File: config.mk
export PLATFORM = sky130hd
export DESIGN_NAME = config_word_decode_and_lock
export DESIGN_NICKNAME = d
export VERILOG_FILES = /design/src/rtl/config_lock_pkg.sv /design/src/rtl/config_word_decode_and_lock.sv
export SDC_FILE = /design/constraint.sdc
export NUM_CORES = 1
export LEC_CHECK = 0
export ABC_AREA = 1
export BUFFER_PORTS_ARGS = -buffer_cell sky130_fd_sc_hd__buf_2
export CAP_MARGIN = 40
export CORE_MARGIN = 2
export CORE_UTILIZATION = 50
export CTS_BUF_LIST = sky130_fd_sc_hd__clkbuf_8 sky130_fd_sc_hd__clkbuf_16
export CTS_CLUSTER_SIZE = 30
export DETAILED_ROUTE_END_ITERATION = 8
export PLACE_DENSITY_LB_ADDON = 0.1
export SLEW_MARGIN = 40
export SYNTH_ARGS = -nofsm -noshare
export SYNTH_HDL_FRONTEND = slang
export SYNTH_SLANG_ARGS = --single-unit
export TNS_END_PERCENT = 50
File: constraint.sdc
create_clock -name clock -period 4.16 [get_ports clock]
set_input_delay 0.208 -clock clock [delete_from_list [all_inputs] [get_ports clock]]
set_output_delay 0.208 -clock clock [all_outputs]
set_load 0.03 [all_outputs]
File: src/rtl/config_lock_pkg.sv
// constants, types and carriers shared by the configuration loader
package config_lock_pkg;

  // ----------------------------------------------------------------
  // clock and start-up timing
  // ----------------------------------------------------------------
  localparam int unsigned CLK_FREQ_HZ     = 100_000_000;
  localparam int unsigned STARTUP_UNIT_MS = 1;  // one step of the delay code
  localparam int unsigned CYCLES_PER_MS   = CLK_FREQ_HZ / 1000 * STARTUP_UNIT_MS;

  // ----------------------------------------------------------------
  // nonvolatile offsets and field layout
  // ----------------------------------------------------------------
  localparam logic [3:0] OFS_KEY       = 4'h0;
  localparam logic [3:0] OFS_OSC       = 4'h2;
  localparam logic [3:0] OFS_SYS0      = 4'h5;
  localparam logic [3:0] OFS_SYS1      = 4'h6;
  localparam logic [3:0] OFS_CODE      = 4'h7;
  localparam logic [3:0] OFS_BOOT      = 4'h8;
  localparam logic [3:0] KEY_BYTES     = 4'h4;
  localparam logic [3:0] LOAD_COUNT    = 4'h9;  // four key bytes, five config bytes
  localparam int         DEFAULT_CLOCK_CHOICE_MSB    = 3;
  localparam int         REGION_MSB    = 7;
  localparam int         REGION_LSB    = 6;
  localparam int         POLY_BIT      = 5;
  localparam int         RSTPIN_BIT    = 3;
  localparam int         EEKEEP_BIT    = 0;
  localparam int         SUPPLY_MSB    = 4;
  localparam int         SUPPLY_LSB    = 3;
  localparam int         SUT_MSB       = 2;
  localparam int         BLOCK_SHIFT   = 9;     // 512-byte blocks
  localparam int         LEN_W         = 17;

  // ----------------------------------------------------------------
  // encodings
  // ----------------------------------------------------------------
  localparam logic [3:0]  CLK_FAST        = 4'h0;
  localparam logic [3:0]  CLK_SLOW        = 4'h1;
  localparam logic [1:0]  SUPPLY_DUAL     = 2'h1;
  localparam logic [1:0]  SUPPLY_SINGLE   = 2'h2;
  localparam logic [7:0]  BOOT_WHOLE      = 8'h00;
  localparam logic [31:0] UNLOCK_KEY      = 32'h5CC5_C55C;
  localparam logic [7:0]  DENIED_DATA     = 8'h00;
  localparam logic [7:0]  UNMAPPED_DATA   = 8'h00;

  typedef enum logic [1:0] {REGION_FLASH, REGION_BOOT, REGION_BOOTAPP, REGION_NONE} region_t;

  typedef enum logic [2:0] {
    SECT_FLASH, SECT_SRAM, SECT_EEPROM, SECT_USER_ROW_A,
    SECT_SIGNATURE_ROW, SECT_FUSE, SECT_LOCK, SECT_REGS
  } sect_t;

  typedef enum logic [1:0] {PH_LOAD, PH_WAIT, PH_RUN, PH_ERASE} phase_t;

  // ----------------------------------------------------------------
  // carriers
  // ----------------------------------------------------------------
  typedef struct packed {
    logic       req;
    logic       we;
    sect_t      sect;
    logic [3:0] addr;
    logic [7:0] wdata;
  } access_t;

  typedef struct packed {
    logic       en;
    logic       lock;   // 1: lock area, 0: configuration area
    logic [3:0] addr;
    logic [7:0] data;
  } nvm_wr_t;

  typedef struct packed {
    logic             clk_slow;
    logic             clk_reserved;
    region_t          region;
    logic             poly_crc32;
    logic             reset_pin_en;
    logic             reset_pin_pullup;
    logic             eeprom_keep;
    logic             supply_dual;
    logic             supply_single;
    logic             supply_reserved;
    logic             boot_whole_flash;
    logic [LEN_W-1:0] boot_len_bytes;
    logic [LEN_W-1:0] code_len_bytes;
  } cfg_out_t;

endpackage

File: src/rtl/config_word_decode_and_lock.sv
// configuration word loader, decoder and memory-section lock
//
// How it works
// - stored config is copied to output registers only at start-up end.
// - clock code 0 picks fast oscillator, 1 slow; others reserved.
// - word 0 bits 7:6 choose region checked by the flash scanner.
// - word 0 bit 5 picks CRC-16-CCITT or CRC-32 polynomial.
// - word 0 bit 3 enables external reset with pull-up.
// - word 0 bit 0 keeps EEPROM through chip erase.
// - word 1 bits 4:3 choose dual or single supply.
// - word 1 bits 2:0 set start-up delay 0 to 64 ms.
// - code length byte counts boot plus application in 512-byte blocks.
// - boot length byte counts boot section in 512-byte blocks.
// - boot length zero makes whole flash boot, code length ignored.
// - locked device blocks debug reads of memories and config.
// - unlock word readable by both, writable only by debug.
// - unlocked only when the word equals the unlock value.
// - unlocked access table for CPU and debug interface.
// - locked denies all debug access except user row writes.
// - denied debug reads complete but return invalid data.
// - locked user row writes accepted, reads refused.
// - only full chip erase unlocks; application data is erased.
`timescale 1ns/1ps
module config_word_decode_and_lock
  import config_lock_pkg::*;
#(
  parameter logic [31:0] MS_CYCLES = 32'(CYCLES_PER_MS)
) (
  input  wire logic        clock,        // system clock
  input  wire logic        nrst,         // synchronous reset, active low
  output logic             nvm_rd_en,    // nonvolatile read strobe
  output logic             nvm_rd_lock,  // read selects lock area
  output logic [3:0]       nvm_rd_addr,  // nonvolatile read offset
  input  wire logic [7:0]  nvm_rd_data,  // read data, cycle after strobe
  output nvm_wr_t          nvm_wr,       // nonvolatile write request
  output logic             erase_flash,  // erase flash pulse
  output logic             erase_eeprom, // erase eeprom pulse
  input  wire access_t     dbg,          // debug interface access
  input  wire logic        dbg_erase,    // debug chip erase request
  output logic             dbg_ready,    // debug requests taken
  output logic             dbg_ack,      // debug answer pulse
  output logic             dbg_denied,   // answered access was refused
  output logic [7:0]       dbg_rdata,    // debug read data
  output logic             dbg_mem_en,   // pass access to memory path
  input  wire logic [7:0]  mem_rdata,    // memory path read data
  input  wire access_t     cpu,          // cpu access
  output logic             cpu_allow,    // cpu access permitted
  output logic             cpu_ack,      // cpu answer pulse
  output logic [7:0]       cpu_rdata,    // cpu read data
  output logic             locked,       // device locked
  output logic             cfg_valid,    // start-up done, cpu may run
  output cfg_out_t         cfg           // decoded configuration
);

  // ----------------------------------------------------------------
  // state
  // ----------------------------------------------------------------
  typedef struct packed {
    phase_t      phase;
    logic [3:0]  rd_idx;
    logic [3:0]  item;
    logic        rd_en;
    logic        cap_v;
    logic [3:0]  cap_idx;
    logic [31:0] key;
    logic [7:0]  osc;
    logic [7:0]  sys0;
    logic [7:0]  sys1;
    logic [7:0]  code;
    logic [7:0]  boot;
    logic [31:0] delay;
    logic [3:0]  er_idx;
    logic        locked;
    logic        run;
    cfg_out_t    cfg;
    logic        dbg_ack;
    logic        dbg_denied;
    logic [7:0]  dbg_rdata;
    logic        cpu_ack;
    logic [7:0]  cpu_rdata;
    nvm_wr_t     wr;
    logic        erase_flash;
    logic        erase_eeprom;
  } state_t;

  state_t     s_r;
  state_t     s_nxt;
  logic [4:0] rd_sel;  // lock flag and offset of the byte being fetched

  // ----------------------------------------------------------------
  // functions
  // ----------------------------------------------------------------
  // load order: key bytes first, then the configuration bytes
  function automatic logic [4:0] load_addr(input logic [3:0] idx);
    logic [4:0] a;
    a = {1'b0, OFS_OSC};
    if (idx < KEY_BYTES) begin
      a = {1'b1, OFS_KEY + idx};
    end else begin
      unique case (idx - KEY_BYTES)
        4'h0:    a = {1'b0, OFS_OSC};
        4'h1:    a = {1'b0, OFS_SYS0};
        4'h2:    a = {1'b0, OFS_SYS1};
        4'h3:    a = {1'b0, OFS_CODE};
        default: a = {1'b0, OFS_BOOT};
      endcase
    end
    return a;
  endfunction

  // configuration sections handled by this block, not by the memory path
  function automatic logic is_cfg_sect(input sect_t sect);
    return (sect == SECT_FUSE) || (sect == SECT_LOCK);
  endfunction

  // debug permission: a locked device leaves only user row writes open
  function automatic logic dbg_permit(input sect_t sect, input logic we, input logic lk);
    logic ok;
    if (lk) begin
      ok = we && (sect == SECT_USER_ROW_A);
    end else begin
      ok = !(we && (sect == SECT_SIGNATURE_ROW));
    end
    return ok;
  endfunction

  // cpu permission ignores the lock; read-only sections refuse writes
  function automatic logic cpu_permit(input sect_t sect, input logic we);
    logic ro;
    ro = (sect == SECT_SIGNATURE_ROW) || (sect == SECT_FUSE) || (sect == SECT_LOCK);
    return !(we && ro);
  endfunction

  // read one byte of the held key or configuration copy
  function automatic logic [7:0] cfg_byte(input state_t s, input sect_t sect,
                                          input logic [3:0] addr);
    logic [7:0] d;
    d = UNMAPPED_DATA;
    if (sect == SECT_LOCK) begin
      if (addr < KEY_BYTES) begin
        d = s.key[addr[1:0]*8 +: 8];
      end
    end else begin
      unique case (addr)
        OFS_OSC:  d = s.osc;
        OFS_SYS0: d = s.sys0;
        OFS_SYS1: d = s.sys1;
        OFS_CODE: d = s.code;
        OFS_BOOT: d = s.boot;
        default:  d = UNMAPPED_DATA;
      endcase
    end
    return d;
  endfunction

  // start-up delay in cycles: 0, then 1 ms doubling up to 64 ms
  function automatic logic [31:0] startup_cycles(input logic [2:0] startup_delay_select);
    logic [31:0] c;
    c = 32'h0000_0000;
    if (startup_delay_select != 3'h0) begin
      c = MS_CYCLES << (startup_delay_select - 3'h1);
    end
    return c;
  endfunction

  // decode the held bytes into the published configuration
  function automatic cfg_out_t cfg_decode(input state_t s);
    cfg_out_t c;
    logic [3:0] ck;
    logic [1:0] sup;
    ck                 = s.osc[DEFAULT_CLOCK_CHOICE_MSB:0];
    sup                = s.sys1[SUPPLY_MSB:SUPPLY_LSB];
    c.clk_slow         = (ck == CLK_SLOW);
    c.clk_reserved     = (ck != CLK_FAST) && (ck != CLK_SLOW);
    c.region           = region_t'(s.sys0[REGION_MSB:REGION_LSB]);
    c.poly_crc32       = s.sys0[POLY_BIT];
    c.reset_pin_en     = s.sys0[RSTPIN_BIT];
    c.reset_pin_pullup = s.sys0[RSTPIN_BIT];
    c.eeprom_keep      = s.sys0[EEKEEP_BIT];
    c.supply_dual      = (sup == SUPPLY_DUAL);
    c.supply_single    = (sup == SUPPLY_SINGLE);
    c.supply_reserved  = (sup != SUPPLY_DUAL) && (sup != SUPPLY_SINGLE);
    c.boot_whole_flash = (s.boot == BOOT_WHOLE);
    c.boot_len_bytes   = LEN_W'(s.boot) << BLOCK_SHIFT;
    if (s.boot == BOOT_WHOLE) begin
      c.code_len_bytes = '0;
    end else begin
      c.code_len_bytes = LEN_W'(s.code) << BLOCK_SHIFT;
    end
    return c;
  endfunction

  // ----------------------------------------------------------------
  // next state
  // ----------------------------------------------------------------
  always_comb begin
    logic permit;
    permit             = 1'b0;
    s_nxt              = s_r;
    s_nxt.dbg_ack      = 1'b0;
    s_nxt.cpu_ack      = 1'b0;
    s_nxt.wr.en        = 1'b0;
    s_nxt.erase_flash  = 1'b0;
    s_nxt.erase_eeprom = 1'b0;
    s_nxt.rd_en        = 1'b0;

    // capture a byte read two cycles after issue
    s_nxt.cap_v   = s_r.rd_en;
    s_nxt.cap_idx = s_r.item;
    if (s_r.cap_v) begin
      if (s_r.cap_idx < KEY_BYTES) begin
        s_nxt.key[s_r.cap_idx[1:0]*8 +: 8] = nvm_rd_data;
      end else begin
        unique case (s_r.cap_idx - KEY_BYTES)
          4'h0:    s_nxt.osc  = nvm_rd_data;
          4'h1:    s_nxt.sys0 = nvm_rd_data;
          4'h2:    s_nxt.sys1 = nvm_rd_data;
          4'h3:    s_nxt.code = nvm_rd_data;
          default: s_nxt.boot = nvm_rd_data;
        endcase
      end
    end

    unique case (s_r.phase)
      // issue reads of the four key bytes and the five configuration bytes
      PH_LOAD: begin
        if (s_r.rd_idx != LOAD_COUNT) begin
          s_nxt.rd_en  = 1'b1;
          s_nxt.item   = s_r.rd_idx;
          s_nxt.rd_idx = s_r.rd_idx + 4'h1;
        end else if (!s_r.rd_en && !s_r.cap_v) begin
          // last fetched byte has landed, so the delay code is current
          s_nxt.delay = startup_cycles(s_r.sys1[SUT_MSB:0]);
          s_nxt.phase = PH_WAIT;
        end
      end
      // hold execution for the start-up delay, then publish config
      PH_WAIT: begin
        if (s_r.delay == 32'h0000_0000) begin
          s_nxt.cfg   = cfg_decode(s_r);
          s_nxt.run   = 1'b1;
          s_nxt.phase = PH_RUN;
        end else begin
          s_nxt.delay = s_r.delay - 32'h0000_0001;
        end
      end
      // serve accesses; chip erase takes priority
      PH_RUN: begin
        if (dbg_erase) begin
          s_nxt.erase_flash  = 1'b1;
          s_nxt.erase_eeprom = !s_r.sys0[EEKEEP_BIT];
          s_nxt.er_idx       = 4'h0;
          s_nxt.phase        = PH_ERASE;
        end else if (dbg.req) begin
          permit           = dbg_permit(dbg.sect, dbg.we, s_r.locked);
          s_nxt.dbg_ack    = 1'b1;
          s_nxt.dbg_denied = !permit;
          if (!dbg.we) begin
            if (!permit) begin
              s_nxt.dbg_rdata = DENIED_DATA;
            end else if (is_cfg_sect(dbg.sect)) begin
              s_nxt.dbg_rdata = cfg_byte(s_r, dbg.sect, dbg.addr);
            end else begin
              s_nxt.dbg_rdata = mem_rdata;
            end
          end else if (permit && is_cfg_sect(dbg.sect)) begin
            // stored only; takes effect after the next reset
            s_nxt.wr.en   = 1'b1;
            s_nxt.wr.lock = (dbg.sect == SECT_LOCK);
            s_nxt.wr.addr = dbg.addr;
            s_nxt.wr.data = dbg.wdata;
          end
        end
        // cpu config reads come from the start-up copy, never live storage
        if (cpu.req) begin
          s_nxt.cpu_ack = 1'b1;
          if (!cpu.we && is_cfg_sect(cpu.sect)) begin
            s_nxt.cpu_rdata = cfg_byte(s_r, cpu.sect, cpu.addr);
          end
        end
      end
      // rewrite the key to the unlock value after erasing
      PH_ERASE: begin
        s_nxt.wr.en   = 1'b1;
        s_nxt.wr.lock = 1'b1;
        s_nxt.wr.addr = OFS_KEY + s_r.er_idx;
        s_nxt.wr.data = UNLOCK_KEY[s_r.er_idx[1:0]*8 +: 8];
        s_nxt.er_idx  = s_r.er_idx + 4'h1;
        if (s_r.er_idx == KEY_BYTES - 4'h1) begin
          s_nxt.key   = UNLOCK_KEY;
          s_nxt.phase = PH_RUN;
        end
      end
    endcase

    // lock follows the held key copy, so an erase unlocks together with the last key byte write
    s_nxt.locked = (s_nxt.key != UNLOCK_KEY);
  end

  // ----------------------------------------------------------------
  // state register
  // ----------------------------------------------------------------
  // reset restarts the load and stays locked until the key is read
  always_ff @(posedge clock) begin
    if (!nrst) begin
      s_r        <= '0;
      s_r.phase  <= PH_LOAD;
      s_r.locked <= 1'b1;
    end else begin
      s_r <= s_nxt;
    end
  end

  // ----------------------------------------------------------------
  // outputs
  // ----------------------------------------------------------------
  // nonvolatile read port comes straight from the state
  assign nvm_rd_en    = s_r.rd_en;
  assign rd_sel       = load_addr(s_r.item);
  assign nvm_rd_lock  = rd_sel[4];
  assign nvm_rd_addr  = rd_sel[3:0];
  assign nvm_wr       = s_r.wr;
  assign erase_flash  = s_r.erase_flash;
  assign erase_eeprom = s_r.erase_eeprom;

  // debug handshake and memory path gate
  assign dbg_ready  = (s_r.phase == PH_RUN);
  assign dbg_ack    = s_r.dbg_ack;
  assign dbg_denied = s_r.dbg_denied;
  assign dbg_rdata  = s_r.dbg_rdata;
  assign dbg_mem_en = dbg_ready && dbg.req && !dbg_erase && !is_cfg_sect(dbg.sect)
                      && dbg_permit(dbg.sect, dbg.we, s_r.locked);

  // cpu side never depends on the lock state
  assign cpu_allow = dbg_ready && cpu.req && cpu_permit(cpu.sect, cpu.we);
  assign cpu_ack   = s_r.cpu_ack;
  assign cpu_rdata = s_r.cpu_rdata;

  assign locked    = s_r.locked;
  assign cfg_valid = s_r.run;
  assign cfg       = s_r.cfg;

endmodule

# Word level (Yosys, flattened, before mapping)
# Index checks and enable logic that the tools add are counted.
[word_totals]
register_bits = 197
in_bits = 53
output_inout_bits = 92
word_cells = 212
[op_classes]
add_sub_neg = 7
magnitude_cmp = 4
eq_ne = 45
shifts = 6
n_mux = 50
bitwise = 6
reduce_logical = 55
[op_table]
columns = ["op", "n"]
rows = [
  ["32-bit 2-to-1 mux", 7],
  ["8-bit 2-to-1 mux", 13],
  ["8-bit one-hot mux with 5 select lines", 2],
  ["72-bit 2-to-1 mux", 1],
  ["32-bit one-hot mux with 2 select lines", 1],
  ["32-bit by 6-bit variable part select with 8-bit output", 2],
  ["14-bit 2-to-1 mux", 4],
  ["40-bit 2-to-1 mux", 1],
  ["5-bit negation with 34-bit output", 1],
  ["8-bit by 34-bit variable shift with 32-bit output, first input constant", 1],
  ["8-bit by 34-bit variable part select with 32-bit output", 1],
  ["32-bit bitwise mux", 1],
  ["32-bit zero test", 1],
  ["32-bit by 31-bit inequality test with 1-bit output, second input constant", 1],
  ["32-bit by 6-bit variable part select with 8-bit output, first input constant", 1],
  ["17-bit by 3-bit left shift with 32-bit output, first input constant", 1],
  ["32-bit by 1-bit subtractor with 32-bit output, second input constant", 1],
  ["4-bit by 2-bit equality test with 1-bit output, second input constant", 7],
  ["14-bit one-hot mux with 2 select lines", 1],
  ["4-bit by 3-bit equality test with 1-bit output, second input constant", 6],
  ["3-bit AND reduction", 8],
  ["2-bit inequality test, second input constant", 10],
  ["3-bit equality test, second input constant", 6],
  ["17-bit 2-to-1 mux", 1],
  ["36 further kinds", 94],
]

# Logic depth before layout (Yosys ltp)
# Gate-level depths: netlist of the first run.
[logic_depth]
depth_word = 13
depth_mapped = 13
depth_no_buf = 13

# Least setup slack after synthesis of the first run
# OpenSTA, ideal clock, no wires.
[synth_timing]
path_type = "register to register"
start = "register s_r[135] (netlist name)"
end = "register s_r[103] (netlist name)"
setup_time_ns = 0.064
arrival_time_ns = 1.967
t_required_ns = 4.096
path_slack_ns = 2.129
stages_incl_launch_ff = 10
path_buffers = 1
period_less_slack_ns = 2.031
path_cell_list = "dfxtp_1 inv_1 ha_1 ha_1 clkbuf_1 inv_1 ha_1 o21ai_0 nor2_1 nor2_1"
[synth_via]
elab_chain_len = 6
elab_cells_between_ends = 7
cone_classes = "add/sub (1); shift (1); mux (4); reduce/logical (1)"
[synth_lines]
columns = ["item", "line", "text"]
rows = [
  ["start: declaration", "config_word_decode_and_lock.sv:86", "state_t s_r;"],
  ["start signal: assignment", "config_word_decode_and_lock.sv:310", "s_r <= s_nxt;"],
  ["3-bit by 1-bit subtractor with 3-bit output", "config_word_decode_and_lock.sv:161", "c = MS_CYCLES << (startup_delay_select - 3'h1);"],
  ["17-bit by 3-bit left shift with 32-bit output", "config_word_decode_and_lock.sv:161", ""],
  ["32-bit 2-to-1 mux (*)", "config_word_decode_and_lock.sv:160", "if (startup_delay_select != 3'h0) begin"],
  ["32-bit 2-to-1 mux (*)", "config_word_decode_and_lock.sv:231", "end else if (!s_r.rd_en && !s_r.cap_v) begin"],
  ["32-bit 2-to-1 mux (*)", "config_word_decode_and_lock.sv:227", "if (s_r.rd_idx != LOAD_COUNT) begin"],
  ["32-bit one-hot mux with 2 select lines (*)", "config_word_decode_and_lock.sv:224", "unique case (s_r.phase)"],
]
# Mark *: on every way between the ends. The rest lies on a longest branch, timed or not. The select of a mux whose other input is x is not followed.
# A chain may end at the register's enable or synchronous reset.

# Final worst setup path of the first run
[layout_timing]
start = "register s_r[191] (netlist name)"
end = "register, netlist name locked"
[layout_via]
elab_chain_len = 8
elab_cells_between_ends = 10
cone_classes = "add/sub (1); order compare (1); eq/ne (1); shift (2); mux (5)"
[layout_lines]
columns = ["item", "line", "text"]
rows = [
  ["5-bit negation with 34-bit output", "config_word_decode_and_lock.sv:212", "s_nxt.key[s_r.cap_idx[1:0]*8 +: 8] = nvm_rd_data;"],
  ["8-bit by 34-bit variable part select with 32-bit output or 8-bit by 34-bit variable shift with 32-bit output (tied branches)", "config_word_decode_and_lock.sv:212", ""],
  ["32-bit bitwise mux", "config_word_decode_and_lock.sv:212", ""],
  ["32-bit 2-to-1 mux (*)", "config_word_decode_and_lock.sv:211", "if (s_r.cap_idx < KEY_BYTES) begin"],
  ["72-bit 2-to-1 mux (*)", "config_word_decode_and_lock.sv:210", "if (s_r.cap_v) begin"],
  ["32-bit 2-to-1 mux", "config_word_decode_and_lock.sv:289", "if (s_r.er_idx == KEY_BYTES - 4'h1) begin"],
  ["32-bit 2-to-1 mux (*)", "config_word_decode_and_lock.sv:224", ""],
  ["32-bit by 31-bit inequality test with 1-bit output (*)", "config_word_decode_and_lock.sv:297", "s_nxt.locked = (s_nxt.key != UNLOCK_KEY);"],
]
# Mark *: on every way between the ends. The rest lies on a longest branch, timed or not.

==> results of run 1 <==
## cell type report
| type | count | area (sq um) |
|---|---|---|
| tap | 275 | 344 |
| clock buffer | 18 | 439 |
| clock inverter | 14 | 111 |
| timing repair buffer | 123 | 652 |
| multi-input combinational | 1151 | 5380 |
| sequential | 188 | 3760 |
| fill | 2179 | 9540 |
| inverter | 176 | 661 |
## metal layers
| layer | part of all wire (%) | vias up | track usage (%) |
|---|---|---|---|
| met5 | 0 | - | 0 |
| met4 | 3.0 | 0 | 10.1 |
| met3 | 5.7 | 52 | 3.49 |
| met2 | 46 | 355 | 45.6 |
| met1 | 45 | 4698 | 37.3 |
| li1 | - | 5211 | - |
## path summary, 6_finish.rpt
path | endpoint | slack, ns | cells past startpoint
worst max-delay path | locked | 1.41 | 13
worst min-delay path | nvm_wr[6] | 0.03 | 3
worst max register to register | locked | 1.41 | 13
worst min register to register | s_r[192] | 0.45 | 2
## kinds of logic after synthesis
family / after synthesis
AND/OR/NAND/NOR: 770
AO/OA/AOI/OAI: 330
buffers and inverters: 302
flip-flops: 188
adder cells (fa/ha/maj): 22
XOR/XNOR: 11
other: 1
## state kept, by name (all words and copies together), names as in the netlist
name          flops
s_r             119
cfg              27
nvm_wr           14
cpu_rdata         8
dbg_rdata         8
s_nxt             4
cfg_valid         1
cpu_ack           1
dbg_ack           1
dbg_denied        1
erase_eeprom      1
erase_flash       1
locked            1
nvm_rd_en         1
## through the flow
step | util, % | total power, mW | hold slack (ns) | instance area, sq um
global route | 54.3 | 4.19 | 0.0465 | 11400
finish | 54.3 | 4.03 | 0.0336 | 11400
floorplan | - | 2.37 | 0.353 | 10600
global placement | 51.6 | 2.50 | 0.437 | 10800
CTS | 54.3 | 4.05 | 0.0298 | 11400
detailed placement | 51.7 | 2.50 | 0.438 | 10800
## critical path: stages, from the launching register on
cell and delay, ns:
dfxtp_1 0.64, inv_1 0.27, ha_1 0.43, inv_1 0.13, nor2_1 0.18, nand2_1 0.11, nor2_1 0.27, nand2_1 0.11
nand2_1 0.10, nand2_1 0.05, nor2_1 0.11, nand2_1 0.08, nor2_1 0.10, nand3_1 0.07
## layout by cell type, fill, tap and decap left out, drive strengths merged, types with 2 or more instances in the layout
cell type / Yosys / routed
o2111ai: 2 / 2
xnor2: 2 / 2
ha: 22 / 22
nand3: 68 / 68
clkinv: 3 / 5
xor2: 9 / 9
nor2: 226 / 226
nor4: 4 / 4
nor3: 14 / 14
nand2: 420 / 420
or2: 3 / 3
nand4: 27 / 27
dfxtp: 188 / 188
inv: 173 / 184
a22oi: 2 / 2
a31oi: 12 / 12
a21oi: 149 / 149
o211ai: 6 / 6
conb: 1 / 18
buf: 92 / 123
nand3b: 5 / 5
o22ai: 18 / 18
clkbuf: 34 / 18
o21ai: 137 / 137
## power groups by stage
| stage | clock, mW | combinational (mW) | sequential (mW) |
|---|---|---|---|
| 2_1_floorplan | 0 | 0.441 | 1.93 |
| 3_3_place_gp | 0 | 0.555 | 1.94 |
| 3_5_place_dp | 0 | 0.559 | 1.94 |
| 4_1_cts | 1.58 | 0.562 | 1.90 |
| 5_1_grt | 1.66 | 0.625 | 1.91 |
| 6_report | 1.56 | 0.565 | 1.90 |
==> flow_summary.ini, run 1 <==
[run_status]
outcome = completed

[die]
rows = 53
dieArea_sq_um = 22300
die_h_microns = 149
ios = 145
coreArea_sq_um = 20900
start_util_pct = 50.5
fp.dieW_microns = 149

[clock_network]
cts_buffer_depth = 2
cts_tree = done
path_clk_slew_ns = 0.08
cts_resized = 0
clock_latency_ns = 0.43
clock_sinks = 188
cts_hold_buffers = 0
htree_levels = 4
cts_buffers = 17
cts_root_buf = clkbuf_16
post_cts_buffers = 0

[sta]
tightestPinTransition_ns = 0.726
fin_ws_ns = 1.41
slew_headroom_pct = 51.6
min_period_over_period_pct = 66.2
fin_setup_tns_ns = 0
layout_min_cycle_time_ns = 2.75
setup_viol = 0
hold_viol = 0
grt_setup_unrepaired = false
maxSlewViolCount = 0
clock.fmax_ghz = 0.363
skew_ns = 0.0115

[power_and_ir_drop]
clock_power_share_pct = 38.8
p_sw_mw = 1.23
pwr_density_cell_nw_per_um2 = 355
pwr-share-comb_pct = 14.0
p_seq_share_pct = 47.2
peakVddDrop_uv = 263
p_int_mw = 2.80
swShare_pct = 30.4
p_leak_nw = 5.27

[cells_and_area]
instances_no_fill = 1945
drive_gt1_share_pct = 11.2
n_antenna_cell = 0
nets = 1732
area_growth_pct = 7.68

[detailed_routing]
vias = 10316
ant_nets = 0
firstDrtPassIters = 5
wl_per_cell_microns = 15.9
drc = 0
routed_wirelength_microns = 30800
drt-initial-drc-count = 808
vias_per_cell = 5.30

[place]
port_buffers = 118
gp_congestion = 0.925
pre_cts_ws_ns = 1.48
dpl.cell_count = 1913
place_hpwl_microns = 22800

[run]
maxCapViolCount = 0

[setup_path]
critPathKind = register to register
arrival_ns = 3.07
critical_path_peak_fanout = 14
cp-start-kind = register
r2r-start = s_r[191]
crit_start = s_r[191]
required_ns = 4.48
cp-end-kind = register

[grt]
grt_pass1_wl_microns = 48800
grt_pass1_vias = 9412
grt_overflow = 0
grt_max_degree = 106
grt_usage_pct = 27.7
antenna_found_initial = 0

[synthesis]
synth-main-ff-cell = dfxtp_1
synthTopCellsByCount = nand2_1, nor2_1, dfxtp_1
synthSimpleGateAreaFrac_pct = 30.3
synthDistinctLibCells = 43
ys_async_sr_fraction_pct = 0
synthAdderAreaFrac_pct = 2.61
muxShareOfSynthArea_pct = 0
synth_top_area_share_pct = 35.7
yosysMostFrequentCell = nand2_1
ys_seq_elements = 188
synth_area_per_cell_sq_um = 6.49
synth_compound_area_share_pct = 16.5
synth_top_family_by_area = simple AND/OR/NAND/NOR gates
syn-cell-area_sq_um = 10500
synthXorXnorAreaFrac_pct = 0.914
yosysWarnings = 0
syn_inst = 1624
yosys-top-cells-area = dfxtp_1, nand2_1, nor2_1
synth_edf_count = 0
synth-seq-area-share_pct = 35.7
yosysTopAreaCell = dfxtp_1

[worst_hold_path]
hold_path.class = primary input to register
holdCritStartpoint = dbg[6]
(Power assumes the default switching activity.)
==> run 2, diff against run 1 <==
==> constraint.sdc (replaced) <==
create_clock -name clock -period 2.25 [get_ports clock]
set_input_delay 0.1125 -clock clock [delete_from_list [all_inputs] [get_ports clock]]
set_output_delay 0.1125 -clock clock [all_outputs]
set_load 0.03 [all_outputs]
==> run 2 against run 1 <==
  * Worst setup slack worse by 1.2 ns
  * Largest power group unchanged
  * Final area is 3.4% higher
  * Cell count is 2.1% higher
  * Highest routed layer unchanged
  * Global-route usage is 0.79 points higher
==> flow_summary.ini, run 2 (same netlist as run 1, synthesis figures left out) <==
[sta]
hold_viol = 0
fin_hold_ws_ns = 0.0251
grt_setup_unrepaired = false
clock.fmax_ghz = 0.483
slew_headroom_pct = 57.1
fin_setup_tns_ns = 0
layout_min_cycle_time_ns = 2.07
tightestPinTransition_ns = 0.641
skew_ns = 0.0153
setup_viol = 0
maxSlewViolCount = 0
min_period_over_period_pct = 92.1

[place]
gp_congestion = 0.955
place_hpwl_microns = 23500
port_buffers = 118
post_dp_cell_area_sq_um = 11000

[grt]
grt_overflow = 0
grt_usage_pct = 28.5
grt_max_degree = 51
grt_pass1_wl_microns = 50100
antenna_found_initial = 0
grt_pass1_vias = 9613

[power_and_ir_drop]
p_sw_mw = 2.35
p_seq_share_pct = 45.0
clock_power_share_pct = 40.5
pwr-share-comb_pct = 14.5
p_int_mw = 5.44
peakVddDrop_uv = 510
p_leak_nw = 5.46
pwr_density_cell_nw_per_um2 = 664
swShare_pct = 30.2

[setup_path]
cp-end-kind = register
cpMostUsedCell = nand2_1
worst-path-stages = 12
crit_family = simple AND/OR/NAND/NOR gates
path_cells = inv_1 -> ha_1 -> inv_1 -> nand2_1 -> nor2_2 -> nand2_1 -> nand2_1 -> nand2_1 -> nor2_1 -> nand2_1 -> nor2_1 -> nand3_1
critPathKind = register to register
crit_path_max_incr_delay_ns = 0.39
cp-start-kind = register
crit_slowest_cell = dfxtp_1
cp_num_buf_inv = 2
arrival_ns = 2.40
critical_path_peak_fanout = 7
reg2reg_depth = 12
required_ns = 2.58

[die]
coreArea_sq_um = 20900
start_util_pct = 50.5
ios = 145
dieArea_sq_um = 22300
die_h_microns = 149
rows = 53
fp.dieW_microns = 149

[cells_and_area]
nets = 1772
final_cell_mix = nand2_1, nor2_1, dfxtp_1
area_growth_pct = 11.4
design_area_sq_um = 11700
final_util_pct = 56.2
top_register = s_r
n_antenna_cell = 0
largest_reg_flops = 119
final_common_cell = nand2_1
drive_gt1_share_pct = 13.0

[run_status]
outcome = completed

[clock_network]
path_clk_slew_ns = 0.07
cts_buffer_depth = 2
clock_latency_ns = 0.45
cts_root_buf = clkbuf_16
cts_tree = done
clock_sinks = 188
cts_buffers = 17
htree_levels = 4

[detailed_routing]
drt-initial-drc-count = 762
vias_per_cell = 5.26
firstDrtPassIters = 5
drc = 0
routed_wirelength_microns = 31400
ant_nets = 0
vias = 10450
wl_per_cell_microns = 15.8

[worst_hold_path]
hold_depth = 5
hold_path.class = primary input to register

[run]
maxCapViolCount = 0
## run 2: worst paths after layout
kind	start	end	slack [ns]
min reg2reg	s_nxt[192]	s_r[192]	0.45
min	dbg[0]	nvm_wr[0]	0.03
max reg2reg	s_r[192]	locked	0.18
max	s_r[192]	locked	0.18
## run 2: metal layers
layer  part of all wire [%]  vias to the layer above  wire length [microns]  GRT usage, %
li1                       -                     5280                      -             -
met1                     45                     4754                  14200          38.4
met2                     46                      355                  14300          46.6
met3                    6.1                       61                   1910          4.28
met4                    3.1                        0                    976          10.1
met5                      0                        -                      0             0
## run 2: what timing repair did
action | CTS | global route
endpoints found under the setup margin | 0 | 6
hold buffers | 9 | 0
gates resized for setup | 0 | 4
setup buffers | 0 | 0
hold endpoints to repair | 10 | 0
## run 2: through the flow
step | power [mW] | instances | setup WS (ns)
2_1_floorplan | 4.38 | 1641 | 0.219
3_3_place_gp | 4.67 | 1944 | 0.224
3_5_place_dp | 4.68 | 1944 | 0.170
4_1_cts | 7.83 | 1985 | 0.157
5_1_grt | 8.10 | 1985 | 0.00489
6_report | 7.79 | 1985 | 0.178
## run 2: power by group through the flow
stage / logic, mW / clock network (mW) / registers (mW)
floorplan: 0.815 / 0 / 3.57
global placement: 1.09 / 0 / 3.58
detailed placement: 1.10 / 0 / 3.58
CTS: 1.12 / 3.20 / 3.50
global route: 1.25 / 3.33 / 3.52
finish: 1.13 / 3.15 / 3.51
## run 2: area by class of cell
cell class                      count  area, sq um
Timing Repair Buffer              163          963
Clock inverter                     12          149
Inverter                          176          662
Sequential cell                   188         3760
Fill cell                        2138         9150
Multi-Input combinational cell   1151         5390
Tap cell                          275          344
Clock buffer                       20          467
## run 2: tightest hold or removal path, cell delays in order
cell and delay [ns]:
buf_2 0.09, inv_1 0.04, nor2_1 0.04, nor2_1 0.09, nor2_1 0.04
